==> config.mk <==
export PLATFORM = sky130hd
export DESIGN_NAME = fspc_ctrl
export DESIGN_NICKNAME = d
export VERILOG_FILES = /design/src/shared/fspc_pkg.sv /design/src/hdl/fspc_section_decode.sv /design/src/hdl/fspc_timer.sv /design/src/hdl/fspc_ctrl.sv
export VERILOG_INCLUDE_DIRS = /design/src /design/src/shared
export SDC_FILE = /design/constraint.sdc
export NUM_CORES = 1
export LEC_CHECK = 0
export CAP_MARGIN = 20
export CELL_PAD_IN_SITES_DETAIL_PLACEMENT = 1
export CELL_PAD_IN_SITES_GLOBAL_PLACEMENT = 2
export CORE_MARGIN = 5
export CORE_UTILIZATION = 35
export CTS_BUF_LIST = sky130_fd_sc_hd__clkbuf_4
export DETAILED_ROUTE_END_ITERATION = 8
export DONT_BUFFER_PORTS = 1
export GPL_ROUTABILITY_DRIVEN = 0
export PLACE_DENSITY = 0.77
export SYNTH_ARGS = -nofsm -noshare
export SYNTH_HDL_FRONTEND = slang
export SYNTH_SLANG_ARGS = --single-unit
==> constraint.sdc <==
create_clock -name clock -period 2.1 [get_ports clock]
set_input_delay 0.21 -clock clock [delete_from_list [all_inputs] [get_ports clock]]
set_output_delay 0.21 -clock clock [all_outputs]
set_load 0.005 [all_outputs]
==> src/shared/fspc_map.svh <==
// Constants for the flash self-program access controller.
// Included by the design files; no logic here.
`ifndef FSPC_MAP_SVH
`define FSPC_MAP_SVH
`define FSPC_ADDR_W 13
`define FSPC_HALT_BASE 13'h1C00
// Loader base per fuse code; every base sits at or above the halting base
`define FSPC_LDR_BASE_F3 13'h1F80
`define FSPC_LDR_BASE_F2 13'h1F00
`define FSPC_LDR_BASE_F1 13'h1E00
`define FSPC_LDR_BASE_F0 13'h1C00
`define FSPC_REG_CTL 3'h0
`define FSPC_REG_LOCK 3'h1
`define FSPC_REG_STAT 3'h2
`define FSPC_REG_MASK 3'h3
`define FSPC_OP_TIME_US 4500
`define FSPC_CLK_MHZ 125
`define FSPC_OP_CYCLES (`FSPC_OP_TIME_US * `FSPC_CLK_MHZ)
`define FSPC_CTL_ENABLE 0
`define FSPC_CTL_ERASE 1
`define FSPC_CTL_WRITE 2
`define FSPC_CTL_LOCKSET 3
`define FSPC_CTL_REENABLE 4
`define FSPC_CTL_BUSY 6
`define FSPC_CTL_IE 7
`define FSPC_CTL_RESET 8'h00
`define FSPC_LOCK_RESET 2'h3
`endif

==> src/shared/fspc_pkg.sv <==
// Types for the flash self-program access controller.
// Constants live in fspc_map.svh.
package fspc_pkg;
	typedef enum logic [1:0] {
		FSPC_OP_NONE,
		FSPC_OP_ERASE,
		FSPC_OP_WRITE,
		FSPC_OP_LOAD
	} fspc_op_t;
	typedef enum logic [1:0] {
		FSPC_IDLE,
		FSPC_CONC,
		FSPC_HALT
	} fspc_state_t;
endpackage

==> src/hdl/fspc_section_decode.sv <==
// Address section decoder: loader section and halting section membership.
// Assumes a word address and loader size fuses sampled as static levels.
`timescale 1ns/10ps
`include "fspc_map.svh"
module fspc_section_decode #(
	parameter int ADDR_W = `FSPC_ADDR_W
) (
	input wire logic [ADDR_W-1:0] addr,
	input wire logic [1:0] loader_size_fuses,
	output logic in_loader,
	output logic in_halting
);
	logic [ADDR_W-1:0] loader_base;
	assign loader_base = (loader_size_fuses == 2'h3) ? ADDR_W'(`FSPC_LDR_BASE_F3) :
		(loader_size_fuses == 2'h2) ? ADDR_W'(`FSPC_LDR_BASE_F2) :
		(loader_size_fuses == 2'h1) ? ADDR_W'(`FSPC_LDR_BASE_F1) :
		ADDR_W'(`FSPC_LDR_BASE_F0);
	assign in_loader = (addr >= loader_base);
	assign in_halting = (addr >= ADDR_W'(`FSPC_HALT_BASE));
endmodule // fspc_section_decode

==> src/hdl/fspc_timer.sv <==
// Programming-time counter: counts an erase or write to its end.
// Assumes start pulses only while idle.
`timescale 1ns/10ps
`include "fspc_map.svh"
module fspc_timer #(
	parameter int CYCLES = `FSPC_OP_CYCLES
) (
	input wire logic clock,
	input wire logic rst,
	input wire logic start,
	output logic running,
	output logic done
);
	logic [31:0] count_reg;
	logic [31:0] count_next;
	logic running_reg;
	logic done_reg;
	assign count_next = start ? 32'(CYCLES) : (count_reg - 32'h1);
	always_ff @(posedge clock) begin
		if (rst) begin
			count_reg <= 32'h0;
			running_reg <= 1'b0;
			done_reg <= 1'b0;
		end else begin
			done_reg <= running_reg && !start && (count_reg == 32'h1);
			if (start || running_reg) begin
				count_reg <= count_next;
			end
			if (start) begin
				running_reg <= 1'b1;
			end else if (running_reg && count_reg == 32'h1) begin
				running_reg <= 1'b0;
			end
		end
	end
	assign running = running_reg;
	assign done = done_reg;
endmodule // fspc_timer

==> src/hdl/fspc_ctrl.sv <==
// Flash self-program access controller: gates store-program requests,
// times page erase and write, stalls the CPU or blocks the concurrent
// section, and holds the self-program control register.
// Assumes one-cycle request pulses from the CPU core, synchronous to clock.
//
// Decided for this implementation: the placing of the registers and the plain strobed port.
`timescale 1ns/10ps
`include "fspc_map.svh"
module fspc_ctrl #(
	parameter int ADDR_W = `FSPC_ADDR_W,
	parameter int OP_CYCLES = `FSPC_OP_CYCLES
) (
	input wire logic clock,
	input wire logic rst,
	input wire logic [2:0] reg_addr,
	input wire logic [7:0] reg_wdata,
	input wire logic reg_write,
	input wire logic reg_read,
	output logic [7:0] reg_rdata,
	input wire logic store_program_instr,
	input wire logic [ADDR_W-1:0] pc_addr,
	input wire logic [ADDR_W-1:0] target_addr,
	input wire logic [1:0] loader_size_fuses,
	input wire logic load_program_instr,
	input wire logic [ADDR_W-1:0] load_addr,
	output logic cpu_stall,
	output logic concurrent_section_busy,
	output logic load_blocked,
	output logic program_done,
	output logic irq
);
	localparam logic [2:0] ADDR_CTL = `FSPC_REG_CTL;
	localparam logic [2:0] ADDR_LOCK = `FSPC_REG_LOCK;
	localparam logic [2:0] ADDR_STAT = `FSPC_REG_STAT;
	localparam logic [2:0] ADDR_MASK = `FSPC_REG_MASK;

	fspc_pkg::fspc_state_t state_reg;
	fspc_pkg::fspc_state_t state_next;
	logic [7:0] ctl_reg;
	logic [1:0] application_lock_set_reg;
	logic [1:0] loader_lock_set_reg;
	logic busy_reg;
	logic busy_next;
	logic [1:0] status_reg;
	logic [1:0] status_next;
	logic [1:0] mask_reg;
	logic [7:0] rdata_reg;
	logic stall_reg;
	logic blocked_reg;
	logic done_reg;
	logic irq_reg;

	logic pc_in_loader;
	logic tgt_in_loader;
	logic tgt_in_halting;
	logic load_in_halting;
	logic timer_running;
	logic timer_done;

	fspc_section_decode #(.ADDR_W(ADDR_W)) u_pc_dec (
		.addr(pc_addr),
		.loader_size_fuses(loader_size_fuses),
		.in_loader(pc_in_loader),
		.in_halting()
	);
	fspc_section_decode #(.ADDR_W(ADDR_W)) u_tgt_dec (
		.addr(target_addr),
		.loader_size_fuses(loader_size_fuses),
		.in_loader(tgt_in_loader),
		.in_halting(tgt_in_halting)
	);
	fspc_section_decode #(.ADDR_W(ADDR_W)) u_load_dec (
		.addr(load_addr),
		.loader_size_fuses(loader_size_fuses),
		.in_loader(),
		.in_halting(load_in_halting)
	);

	// Decode of a store-program request
	wire idle = (state_reg == fspc_pkg::FSPC_IDLE);
	wire store_ok = store_program_instr && pc_in_loader && idle && ctl_reg[`FSPC_CTL_ENABLE];
	wire want_erase = ctl_reg[`FSPC_CTL_ERASE];
	wire want_write = ctl_reg[`FSPC_CTL_WRITE];
	wire want_lock = ctl_reg[`FSPC_CTL_LOCKSET];
	wire want_page = want_erase || want_write;
	wire want_load = !want_page && !want_lock && !ctl_reg[`FSPC_CTL_REENABLE];
	// Write protection from the two lock sets, each guarding its own section
	wire app_locked = !application_lock_set_reg[0];
	wire ldr_locked = !loader_lock_set_reg[0];
	wire tgt_locked = tgt_in_loader ? ldr_locked : app_locked;
	wire page_start = store_ok && want_page && !tgt_locked;
	wire start_halt = page_start && tgt_in_halting;
	wire start_conc = page_start && !tgt_in_halting;
	wire lock_start = store_ok && want_lock;
	wire load_start = store_ok && want_load;
	wire reenable_start = store_ok && ctl_reg[`FSPC_CTL_REENABLE];
	wire ctl_wr = reg_write && (reg_addr == ADDR_CTL);
	wire stat_wr = reg_write && (reg_addr == ADDR_STAT);

	fspc_timer #(.CYCLES(OP_CYCLES)) u_timer (
		.clock(clock),
		.rst(rst),
		.start(start_halt || start_conc),
		.running(timer_running),
		.done(timer_done)
	);

	// Operation sequence
	always_comb begin
		state_next = state_reg;
		case (state_reg)
			fspc_pkg::FSPC_IDLE: begin
				if (start_halt) begin
					state_next = fspc_pkg::FSPC_HALT;
				end else if (start_conc) begin
					state_next = fspc_pkg::FSPC_CONC;
				end
			end
			fspc_pkg::FSPC_CONC: begin
				if (timer_done) begin
					state_next = fspc_pkg::FSPC_IDLE;
				end
			end
			fspc_pkg::FSPC_HALT: begin
				if (timer_done) begin
					state_next = fspc_pkg::FSPC_IDLE;
				end
			end
			default: begin
				state_next = fspc_pkg::FSPC_IDLE;
			end
		endcase
	end

	// Busy flag: set by a concurrent-section start, cleared by a load request or by a re-enable request once the timer has stopped
	always_comb begin
		busy_next = busy_reg;
		if ((reenable_start && !timer_running) || load_start) begin
			busy_next = 1'b0;
		end
		if (start_conc) begin
			busy_next = 1'b1;
		end
	end

	// Sticky event bits: bit0 operation done, bit1 refused request; set wins
	wire refused = store_program_instr && !store_ok;
	assign status_next = (status_reg & ~(stat_wr ? reg_wdata[1:0] : 2'h0)) |
		{refused, timer_done};

	wire [7:0] ctl_view = {ctl_reg[`FSPC_CTL_IE], busy_reg, 1'b0, ctl_reg[4:0]};
	wire [7:0] rdata_next = (reg_addr == ADDR_CTL) ? ctl_view :
		(reg_addr == ADDR_LOCK) ? {4'h0, loader_lock_set_reg, application_lock_set_reg} :
		(reg_addr == ADDR_STAT) ? {6'h0, status_reg} :
		(reg_addr == ADDR_MASK) ? {6'h0, mask_reg} : 8'h00;
	wire [1:0] app_lock_next = application_lock_set_reg & ~reg_wdata[1:0];
	wire [1:0] ldr_lock_next = loader_lock_set_reg & ~reg_wdata[3:2];

	always_ff @(posedge clock) begin
		if (rst) begin
			state_reg <= fspc_pkg::FSPC_IDLE;
			busy_reg <= 1'b0;
			status_reg <= 2'h0;
		end else begin
			state_reg <= state_next;
			busy_reg <= busy_next;
			status_reg <= status_next;
		end
	end

	// Control register; command bits self-clear once a request is taken or done
	always_ff @(posedge clock) begin
		if (rst) begin
			ctl_reg <= `FSPC_CTL_RESET;
		end else if (ctl_wr) begin
			ctl_reg <= {reg_wdata[7], 2'h0, reg_wdata[4:0]};
		end else if (timer_done || (store_ok && !want_page) || refused) begin
			ctl_reg <= {ctl_reg[7], 7'h00};
		end
	end

	// Lock sets: programmed (cleared) by software through a lock-set request
	always_ff @(posedge clock) begin
		if (rst) begin
			application_lock_set_reg <= `FSPC_LOCK_RESET;
			loader_lock_set_reg <= `FSPC_LOCK_RESET;
		end else if (lock_start) begin
			application_lock_set_reg <= app_lock_next;
			loader_lock_set_reg <= ldr_lock_next;
		end
	end

	always_ff @(posedge clock) begin
		if (rst) begin
			mask_reg <= 2'h0;
		end else if (reg_write && reg_addr == ADDR_MASK) begin
			mask_reg <= reg_wdata[1:0];
		end
	end

	// Registered outputs
	always_ff @(posedge clock) begin
		if (rst) begin
			rdata_reg <= 8'h00;
			stall_reg <= 1'b0;
			blocked_reg <= 1'b0;
			done_reg <= 1'b0;
			irq_reg <= 1'b0;
		end else begin
			rdata_reg <= reg_read ? rdata_next : 8'h00;
			stall_reg <= (state_next == fspc_pkg::FSPC_HALT);
			blocked_reg <= load_program_instr && busy_next && !load_in_halting;
			done_reg <= timer_done;
			irq_reg <= |(status_next & mask_reg);
		end
	end

	assign reg_rdata = rdata_reg;
	assign cpu_stall = stall_reg;
	assign concurrent_section_busy = busy_reg;
	assign load_blocked = blocked_reg;
	assign program_done = done_reg;
	assign irq = irq_reg;
endmodule // fspc_ctrl

# Word level (Yosys, flattened, before mapping)
# Cells that the tools add are included.
[op_classes]
addsub = 1
n_mux = 20
bitwise = 9
magnitude_cmp = 4
n_reduce_logical = 48
n_eq_ne = 10
[ops]
columns = ["cell", "n"]
rows = [
  ["32-bit by 1-bit == test with 1-bit output (second input constant)", 1],
  ["32-bit 2-to-1 mux", 1],
  ["32-bit by 1-bit subtractor with 32-bit output (second input constant)", 1],
  ["13-bit >= comparator", 2],
  ["13-bit >= comparator (second input constant)", 2],
  ["13-bit 2-to-1 mux", 2],
  ["1-bit logical AND", 23],
  ["8-bit 2-to-1 mux", 2],
  ["2-bit 2-to-1 mux", 6],
  ["1-bit zero test", 11],
  ["10-bit 2-to-1 mux", 1],
  ["2-bit bitwise AND", 4],
  ["2-bit == test (second input constant)", 4],
  ["3-bit by 2-bit == test with 1-bit output (second input constant)", 2],
  ["1-bit logical OR", 6],
  ["2-bit NOT", 3],
  ["2-bit OR reduction", 3],
  ["1-bit 2-to-1 mux", 5],
  ["5-bit 2-to-1 mux", 1],
  ["5-bit OR reduction", 1],
  ["2-bit by 1-bit == test with 1-bit output (second input constant)", 2],
  ["4-bit 2-to-1 mux", 1],
  ["2-bit case mux with 2 select lines", 1],
  ["2-bit nonzero test", 2],
  ["5 further kinds", 5],
]
[word_totals]
input_bits = 58
output_inout_bits = 13
word_cells = 109
ff_bits = 63

# Logic depth before layout (Yosys ltp)
# Gate-level depths: netlist of run 1.
[depth]
word_depth = 15
ltp_mapped = 11
ltp_nobuf = 8

# By module
# A second synthesis of run 1 with hierarchy kept.
[unflattened]
hier_cells = 359
area_unflattened_um2 = 3158.0
[by_module_without_submodules]
columns = ["module", "seq_area_each_um2", "area_each_um2", "n_inst", "cells_per_inst"]
rows = [
  ["fspc_timer", 680.7, 1662.8, 1, 188],
  ["fspc_ctrl", 560.5, 1161.1, 1, 123],
  ["fspc_section_decode", 0.0, 111.4, 3, 16],
]

# Worst setup path before layout of run 1
# No wires, ideal clock.
[synth_path]
path_kind = "input to register"
from = "input port loader_size_fuses[0]"
to = "register state_reg[0]"
arrival_time_ns = 1.917
setup_time_ns = 0.115
setup_slack_ns = 0.068
stages = 8
path_buffers = 0
t_required_ns = 1.985
path_cell_list = "and2_1 ha_1 nand4b_1 nor4_4 o221ai_2 mux2_4 a221o_1 and2_1"
[synth_via]
elab_chain_len = 14
elab_cells_between_ends = 20
cone_classes = "2 x order compare; 3 x eq/ne; 7 x mux; 8 x reduce/logical"
[synth_lines]
columns = ["item", "line", "rtl"]
rows = [
  ["start: declaration", "fspc_ctrl.sv:23", "input wire logic [1:0] loader_size_fuses,"],
  ["2-bit by 1-bit == test with 1-bit output", "-", ""],
  ["10-bit 2-to-1 mux", "fspc_section_decode.sv:16", "(loader_size_fuses == 2'h1) ? ADDR_W'(`FSPC_LDR_BASE_F1) :"],
  ["13-bit 2-to-1 mux", "fspc_section_decode.sv:15", "(loader_size_fuses == 2'h2) ? ADDR_W'(`FSPC_LDR_BASE_F2) :"],
  ["13-bit 2-to-1 mux *", "fspc_section_decode.sv:14", "assign loader_base = (loader_size_fuses == 2'h3) ? ADDR_W'(`FSPC_LDR_BASE_F3) :"],
  ["13-bit >= comparator", "fspc_section_decode.sv:18", "assign in_loader = (addr >= loader_base);"],
  ["1-bit logical AND (3 in a row)", "fspc_ctrl.sv:81", "wire store_ok = store_program_instr && pc_in_loader && idle && ctl_reg[`FSPC_CTL_ENABLE];"],
  ["1-bit logical AND", "fspc_ctrl.sv:91", "wire page_start = store_ok && want_page && !tgt_locked;"],
  ["1-bit logical AND *", "fspc_ctrl.sv:91", ""],
  ["1-bit logical AND", "fspc_ctrl.sv:93", "wire start_conc = page_start && !tgt_in_halting;"],
  ["2-bit 2-to-1 mux", "fspc_ctrl.sv:115", "end else if (start_conc) begin"],
  ["2-bit 2-to-1 mux *", "fspc_ctrl.sv:113", "if (start_halt) begin"],
  ["2-bit case mux with 2 select lines *", "fspc_ctrl.sv:111", "case (state_reg)"],
  ["end signal: assignment", "fspc_ctrl.sv:161", "state_reg <= fspc_pkg::FSPC_IDLE;"],
  ["end signal: assignment", "fspc_ctrl.sv:165", "state_reg <= state_next;"],
  ["end: declaration", "fspc_ctrl.sv:37", "fspc_pkg::fspc_state_t state_reg;"],
]
# Every way passes the cells marked *; elsewhere a longest branch is shown, timed or not.
# A chain may end at the register's enable or synchronous reset.

# Worst setup path after layout of run 1
[layout_path]
from = "register state_reg[0]"
to = "register state_reg[0]"
[layout_via]
elab_chain_len = 9
elab_cells_between_ends = 14
cone_classes = "2 x eq/ne; 4 x mux; 8 x reduce/logical"
[layout_lines]
columns = ["item", "line"]
rows = [
  ["2-bit zero test", "fspc_ctrl.sv:80, fspc_ctrl.sv:111"],
  ["1-bit logical AND (2 in a row)", "fspc_ctrl.sv:81"],
  ["1-bit logical AND (2 in a row)", "fspc_ctrl.sv:91"],
  ["1-bit logical AND", "fspc_ctrl.sv:93"],
  ["2-bit 2-to-1 mux", "fspc_ctrl.sv:115"],
  ["2-bit 2-to-1 mux", "fspc_ctrl.sv:113"],
  ["2-bit case mux with 2 select lines *", "fspc_ctrl.sv:111"],
]
# Marked as above.

==> results of run 1 <==
[Yosys cell counts, types with 2 or more instances]
cell / instances / share of area
nor3b_1: 2 / 0.0052
nor4_1: 4 / 0.0087
a32oi_1: 2 / 0.0061
a21o_1: 4 / 0.010
a21oi_1: 15 / 0.026
nor3_1: 13 / 0.023
xor2_1: 8 / 0.024
nand3_1: 12 / 0.021
a22o_1: 4 / 0.012
inv_1: 7 / 0.0091
nor2b_1: 4 / 0.0087
nand4b_1: 2 / 0.0061
nor4_2: 2 / 0.0087
and2_1: 5 / 0.011
mux2i_1: 5 / 0.017
and3_1: 7 / 0.015
ha_1: 9 / 0.039
nand2b_1: 4 / 0.0087
clkbuf_1: 3 / 0.0039
nor2_1: 52 / 0.068
o21ai_0: 3 / 0.0052
or3_1: 2 / 0.0044
mux4_2: 2 / 0.016
nor4_4: 2 / 0.015
nand2_1: 14 / 0.018
nand4_1: 6 / 0.013
o21a_1: 2 / 0.0052
xnor2_1: 23 / 0.070
nor4bb_1: 2 / 0.0070
buf_6: 3 / 0.012
or4_4: 2 / 0.0078
dfxtp_1: 62 / 0.43
[per-layer routing]
layer / track usage / routed length [um]
met3: 0.0415 / 292
met4: 0.0622 / 129
met1: 0.187 / 3270
met5: 0 / 0
met2: 0.239 / 3260
[cells by family (layout without fill, tap and decap cells)]
kind of cell               after synthesis  after routing  share of synthesized area
xor gates and xnor gates                31             31                     0.0945
DFF                                     62             62                      0.432
buffers and inverters                   16             53                     0.0305
and+or+nand+nor                        145            145                      0.285
muxes                                    8              8                     0.0383
AOI/OAI and AO/OA                       34             34                     0.0788
other                                    1              1                    0.00131
adders and majority gates                9              9                     0.0392
[metrics by stage]
step	worst slack, ns	instance area (um2)	hold WS, ns	total power, W	setup TNS (ns)
2_1_floorplan	0.0678	2870	0.343	0.00128	0
3_3_place_gp	-0.0310	3110	0.286	0.00129	-0.0310
3_5_place_dp	-0.0687	3110	0.287	0.00129	-0.0991
4_1_cts	0.0262	3350	0.00200	0.00211	0
5_1_grt	0.0243	3360	0.00350	0.00218	0
6_report	0.158	3360	0.0353	0.00209	0
[what timing repair did]
item | CTS | global route
hold endpoints to repair | 29 | 0
setup endpoints to repair | 0 | 7
gates resized for setup | 0 | 3
hold buffers | 11 | 0
[layout make-up]
class | count | area, um2 | area share
multi-input combinational | 228 | 1560 | 0.464
sequential | 62 | 1240 | 0.369
timing repair buffer | 30 | 278 | 0.0826
tap | 105 | 131 | 0.0390
clock buffer | 10 | 75.1 | 0.0223
clock inverter | 6 | 52.6 | 0.0156
inverter | 7 | 26.3 | 0.00781
[worst paths after layout]
check	startpoint	to	slack, ns	depth (start not counted)
worst max register to register	state_reg[0]	state_reg[0]	0.16	8
worst min-delay path	reg_wdata[1]	status_reg[1]	0.04	3
worst max-delay path	state_reg[0]	state_reg[0]	0.16	8
worst min register to register	application_lock_set_reg[1]	application_lock_set_reg[1]	0.48	1
[where the power goes]
group | leakage (nW) | switching, W | internal [W] | total, W
combinational | 0.767 | 0.0000538 | 0.0000538 | 0.000108
sequential | 0.500 | 0.00000434 | 0.00118 | 0.00119
clock | 0.0750 | 0.000431 | 0.000363 | 0.000795
total | 1.34 | 0.000489 | 0.00160 | 0.00209
[critical path, cell delays in order, from the launching register on]
cell,delay (ns)
dfxtp_1,0.36
inv_1,0.07
ha_1,0.18
nand4_1,0.11
nor2_1,0.19
o221ai_2,0.16
mux2_4,0.32
a221o_1,0.30
and2_1,0.15
==> out/metrics.csv, run 1 <==
metric;value;unit
run_status;finished clean;
placed_cells_incl_taps;421;
rsz_0062_raised_after_global_routing;false;
insertion_delay;0.40;ns
clock_tree.buffer_depth;2;
cts.repair_timing.setup_buffer_count;0;
final_cell_mix;dfxtp_1, nor2_1, xnor2_1, buf_4, a21oi_1;
num-fill-cells;967;
worst_ep_required_time;2.39;ns
sinks_on_clock_net;62;
layout.core_utilization;0.416;
max-cap-violations;0;
synth-edff-count;0;
worst-endpoint-arrival;2.23;ns
cts_tree;done;
seq_area_frac_synth;0.432;
die-area;10100;um2
number_of_buffers_created_by_cts;9;
yosys.cell_types.count;51;
layout.cells.most_common;dfxtp_1;
synth-warning-count;0;
grt_start_max_net_pins;22;
max-slew-margin-rel;0.363;
grt_pass1_vias;2451;
timing.hold.worst.class;in -> reg;
initial_utilization;0.355;
critPathKind;reg -> reg;
layout.cells.non_filler;448;
total_wirelength;6.95;mm
drt-wirelength-per-cell;15.5;um
vias;2281;
fin_worst_skew;0.0169;ns
dp.final_hpwl;4.99;mm
crit_fanout;5;
clock-root-buffer;clkbuf_4;
nets;405;
worst-slew-pin-transition;0.953;ns
die_h;101;um
syn_area;2870;um2
detail_route.vias_per_cell;5.09;
post-route-min-period;1.94;ns
antenna_found_initial;0;
track_usage;0.149;
crit_path_end_kind;register;
grt.overflow.total;0;
largest_register_ff_count;32;
clkSlewWorstSetupHoldPaths;0.10;ns
die_width;101;um
startpoint_type;register;
synth_area_per_cell;9.39;um2
portBuffers;0;
area_growth_syn_to_layout;17.1;%
fp.coreArea;8090;um2
finalHoldViolCount;0;
route.antenna.remaining_nets;0;
cts_max_level;3;
ys_dominant_reg_cell;dfxtp_1;
achievable-frequency;515;MHz
io-pin-count;71;
detail_route.drc_violations;0;
async_flop_share;0;
placement_rows;33;
drive_above_1_share;0.146;
syn_nets;373;
total_leakage_power;1.34;nW
detailedRoute.firstIterationViolations;55;
n_antenna_cell;0;
ys_seq_elements;62;
first_pass_grt_wire_length;11.8;mm
setup_viol;0;
power_per_cell_area;620;nW/um2
drt-pass1-iter-count;4;
fin_crit_sh;0.925;
irDropWorstVdd;0.236;mV
postSynthCellCount;306;
slew_viol_final;0;
(Power assumes the default switching activity.)
==> inputs of run 2 (changes only) <==
Settings changed: REMOVE_ABC_BUFFERS set to 1.
==> out/metrics.csv, run 2 (synthesis results as in run 1) <==
metric;value;unit
die_width;101;um
setup_slack;0.122;ns
rsz_0062_raised_after_global_routing;false;
clkSlewWorstSetupHoldPaths;0.13;ns
max-cap-violations;0;
placement_rows;33;
clock-root-buffer;clkbuf_4;
met1_usage;0.167;
sinks_on_clock_net;62;
pre_cts_ws;-0.0533;ns
drt-wirelength-per-cell;15.1;um
n_antenna_cell;0;
final_cell_mix;dfxtp_1, nor2_1, xnor2_1, buf_4;
die-area;10100;um2
vias;2274;
worst-slew-pin-transition;0.986;ns
worst-endpoint-arrival;2.31;ns
area.sequential;1240;um2
total_wirelength;6.85;mm
setup_viol;0;
grt.overflow.total;0;
tns;0;ns
die_h;101;um
finalHoldViolCount;0;
total_leakage_power;1.37;nW
critPathKind;in -> reg;
portBuffers;0;
cts_max_level;3;
largest_register_ff_count;32;
clock_tree.buffer_depth;2;
layout.cells.most_common;dfxtp_1;
grt_start_max_net_pins;24;
fp.coreArea;8090;um2
fin_worst_skew;0.0221;ns
track_usage;0.149;
worst_ep_required_time;2.43;ns
timing.hold.worst.class;in -> reg;
first_pass_grt_wire_length;11.8;mm
initial_utilization;0.355;
hold-worst-slack;0.0291;ns
slew_viol_final;0;
nets;410;
grt_pass1_vias;2463;
max-slew-margin-rel;0.340;
number_of_buffers_created_by_cts;9;
drt-pass1-iter-count;4;
startpoint_type;primary input;
dp.final_hpwl;5.05;mm
antenna_found_initial;0;
io-pin-count;71;
groute.layer.met2.usage;0.262;
route.antenna.remaining_nets;0;
power_per_cell_area;663;nW/um2
drive_above_1_share;0.155;
post-route-min-period;1.98;ns
achievable-frequency;506;MHz
irDropWorstVdd;0.322;mV
fin_crit_sh;0.942;
grt.busiest_layer;met2;
layout.core_utilization;0.427;
insertion_delay;0.42;ns
crit_fanout;23;
num-fill-cells;974;
area_growth_syn_to_layout;20.4;%
crit_path_end_kind;register;
global_route.usage.met3;0.0478;
detail_route.drc_violations;0;
detail_route.vias_per_cell;5.02;
multi_input_logic_area;1560;um2
cts_tree;done;
run_status;finished clean;
detailedRoute.firstIterationViolations;73;
run 2: changes by cell type in the layout (fill, tap and decap cells not counted), sizes merged:
cell	delta
clkinvlp	+1
clkbuf	-1
inv	+3
buf	+1
bufinv	+1
dlygate4sd3	+4
clkinv	-4
run 2: critical path, stage by stage:
cell and delay, ns:
dlygate4sd3_1 1.18, nor2_1 0.15, and3_1 0.21, dlygate4sd3_1 0.54
run 2: final cells by class:
| type | count | share of cell area |
|---|---|---|
| Clock inverter | 7 | 0.0297 |
| Timing Repair Buffer | 35 | 0.0941 |
| Tap cell | 105 | 0.0380 |
| Multi-Input combinational cell | 228 | 0.452 |
| Inverter | 7 | 0.00760 |
| Sequential cell | 62 | 0.359 |
| Clock buffer | 9 | 0.0195 |
run 2: timing repair:
action,in CTS,in global routing
gates resized for setup,0,4
setup endpoints to repair,0,9
buffers inserted,0,0
hold endpoints to repair,31,0
hold buffers,15,0
run 2: worst paths after layout:
| path | start | to | slack (ns) | cells after the start |
|---|---|---|---|---|
| worst max register to register | u_timer.count_reg[2] | u_timer.count_reg[14] | 0.17 | 6 |
| worst max-delay path | rst | reg_rdata[0] | 0.12 | 4 |
| worst min register to register | loader_lock_set_reg[1] | loader_lock_set_reg[1] | 0.47 | 1 |
| worst min-delay path | reg_wdata[1] | status_reg[1] | 0.03 | 3 |
run 2: per-stage QoR:
stage / std cells / area, um2 / power, W
floorplan: 297 / 2810 / 0.00127
global placement: 422 / 3120 / 0.00129
detailed placement: 422 / 3120 / 0.00130
CTS: 453 / 3440 / 0.00233
global route: 453 / 3460 / 0.00240
finish: 453 / 3460 / 0.00229
run 2: power by group:
part	switching (W)	internal (W)
Clock	0.000496	0.000496
Sequential	0.00000433	0.00118
Combinational	0.0000550	0.0000597
Total	0.000555	0.00174
run 2: metal layers:
metal  part of all wire  vias up
met2               0.51       40
met3              0.046        6
met5                  0        -
li1                   -     1146
met1               0.43     1082
met4              0.011        0
==> inputs of run 3 (changes only) <==
Settings changed: RECOVER_POWER set to 50.
==> out/metrics.csv, run 3 (synthesis results as in run 1) <==
metric;value;unit
dp.final_hpwl;5.05;mm
detail_route.drc_violations;0;
grt_start_max_net_pins;24;
critPathLaunch;rst;
slew_viol_final;0;
run_status;finished clean;
num-fill-cells;975;
cts_tree;done;
nets;410;
placement_rows;33;
fin_worst_skew;0.0218;ns
sinks_on_clock_net;62;
cts_max_level;3;
post-route-min-period;1.99;ns
die-area;10100;um2
irDropWorstVdd;0.322;mV
crit_path_end_kind;register;
achievable-frequency;503;MHz
max-slew-margin-rel;0.334;
hold_end;status_reg[1];
rsz_0062_raised_after_global_routing;false;
cts.repair_timing.setup_buffer_count;0;
final_area;3450;um2
crit_fanout;23;
first_pass_grt_wire_length;11.8;mm
number_of_buffers_created_by_cts;9;
largest_register_ff_count;32;
clock-root-buffer;clkbuf_4;
total_leakage_power;1.37;nW
initial_utilization;0.355;
fin_crit_sh;0.946;
detailedRoute.firstIterationViolations;72;
finalHoldViolCount;0;
placed_area;3120;um2
detail_route.vias_per_cell;5.02;
critPathKind;in -> reg;
worst-slew-pin-transition;0.996;ns
grt.overflow.total;0;
layout.core_utilization;0.426;
rrSetupSlack;0.17;ns
insertion_delay;0.42;ns
placed_cells_incl_taps;422;
portBuffers;0;
startpoint_type;primary input;
layout.cells.non_filler;453;
power_per_cell_area;664;nW/um2
timing.rr.end;u_timer.count_reg[14];
setup_viol;0;
vias;2274;
die_h;101;um
antenna_found_initial;0;
total_wirelength;6.86;mm
area_growth_syn_to_layout;20.1;%
fp.coreArea;8090;um2
clkSlewWorstSetupHoldPaths;0.13;ns
drt-wirelength-per-cell;15.1;um
hold-worst-slack;0.0298;ns
hold_start;reg_wdata[1];
drive_above_1_share;0.149;
die_width;101;um
drt-pass1-iter-count;4;
worst-endpoint-arrival;2.31;ns
grt_pass1_vias;2463;
worst_ep_required_time;2.43;ns
n_antenna_cell;0;
max-cap-violations;0;
r2r-start;u_timer.count_reg[2];
layout.cells.most_common;dfxtp_1;
timing.hold.worst.class;in -> reg;
timing.hold.worst_path_depth;3;
final_cell_mix;dfxtp_1, nor2_1, xnor2_1, buf_4;
clock_tree.buffer_depth;2;
io-pin-count;71;
track_usage;0.149;
route.antenna.remaining_nets;0;
number_of_cells_on_the_worst_reg_to_reg_path;6;
run 3: layout make-up:
cell class                 count  area (um2)  area share
tap                          105         131      0.0381
inverter                       7        26.3     0.00761
timing repair buffer          35         318      0.0921
multi-input combinational    228        1560       0.453
sequential                    62        1240       0.360
clock inverter                 7         103      0.0297
clock buffer                   9        67.6      0.0196
run 3: what timing repair did:
| action | in CTS | in global routing |
|---|---|---|
| setup endpoints to repair | 0 | 9 |
| resized for setup | 0 | 4 |
| hold buffers | 15 | 0 |
| endpoints found under the hold margin | 31 | 0 |
run 3: worst max path at each step:
stage                     slack, ns               endpoint
after global routing          0.006           reg_rdata[0]
final                          0.11           reg_rdata[0]
after global placement        -0.03           state_reg[0]
after detailed placement      -0.05           state_reg[0]
after CTS                      0.06  u_timer.count_reg[17]
after floorplan                0.07   u_timer.count_reg[1]
run 3: power by group:
part           internal, W  leakage (nW)  total (W)  switching [W]
registers          0.00118         0.500    0.00119     0.00000434
logic            0.0000597         0.778   0.000115      0.0000551
clock network     0.000497        0.0875   0.000991       0.000495
run 3: stage by stage:
step	power, W	worst slack [ns]	TNS [ns]
after floorplan	0.00127	0.0677	0
after detailed placement	0.00130	-0.0533	-0.0725
after global routing	0.00240	0.00596	0
after global placement	0.00129	-0.0286	-0.0286
final	0.00229	0.114	0
after CTS	0.00233	0.0634	0
run 3: worst max-delay path, stage by stage:
cell	delay, ns
dlygate4sd3_1	1.19
nor2_1	0.15
and3_1	0.22
dlygate4sd3_1	0.54
run 3: layer usage:
metal | global-route usage | share of wire
met2 | 0.262 | 0.51
met5 | 0 | 0
met4 | 0.0560 | 0.011
met3 | 0.0478 | 0.046
met1 | 0.167 | 0.43
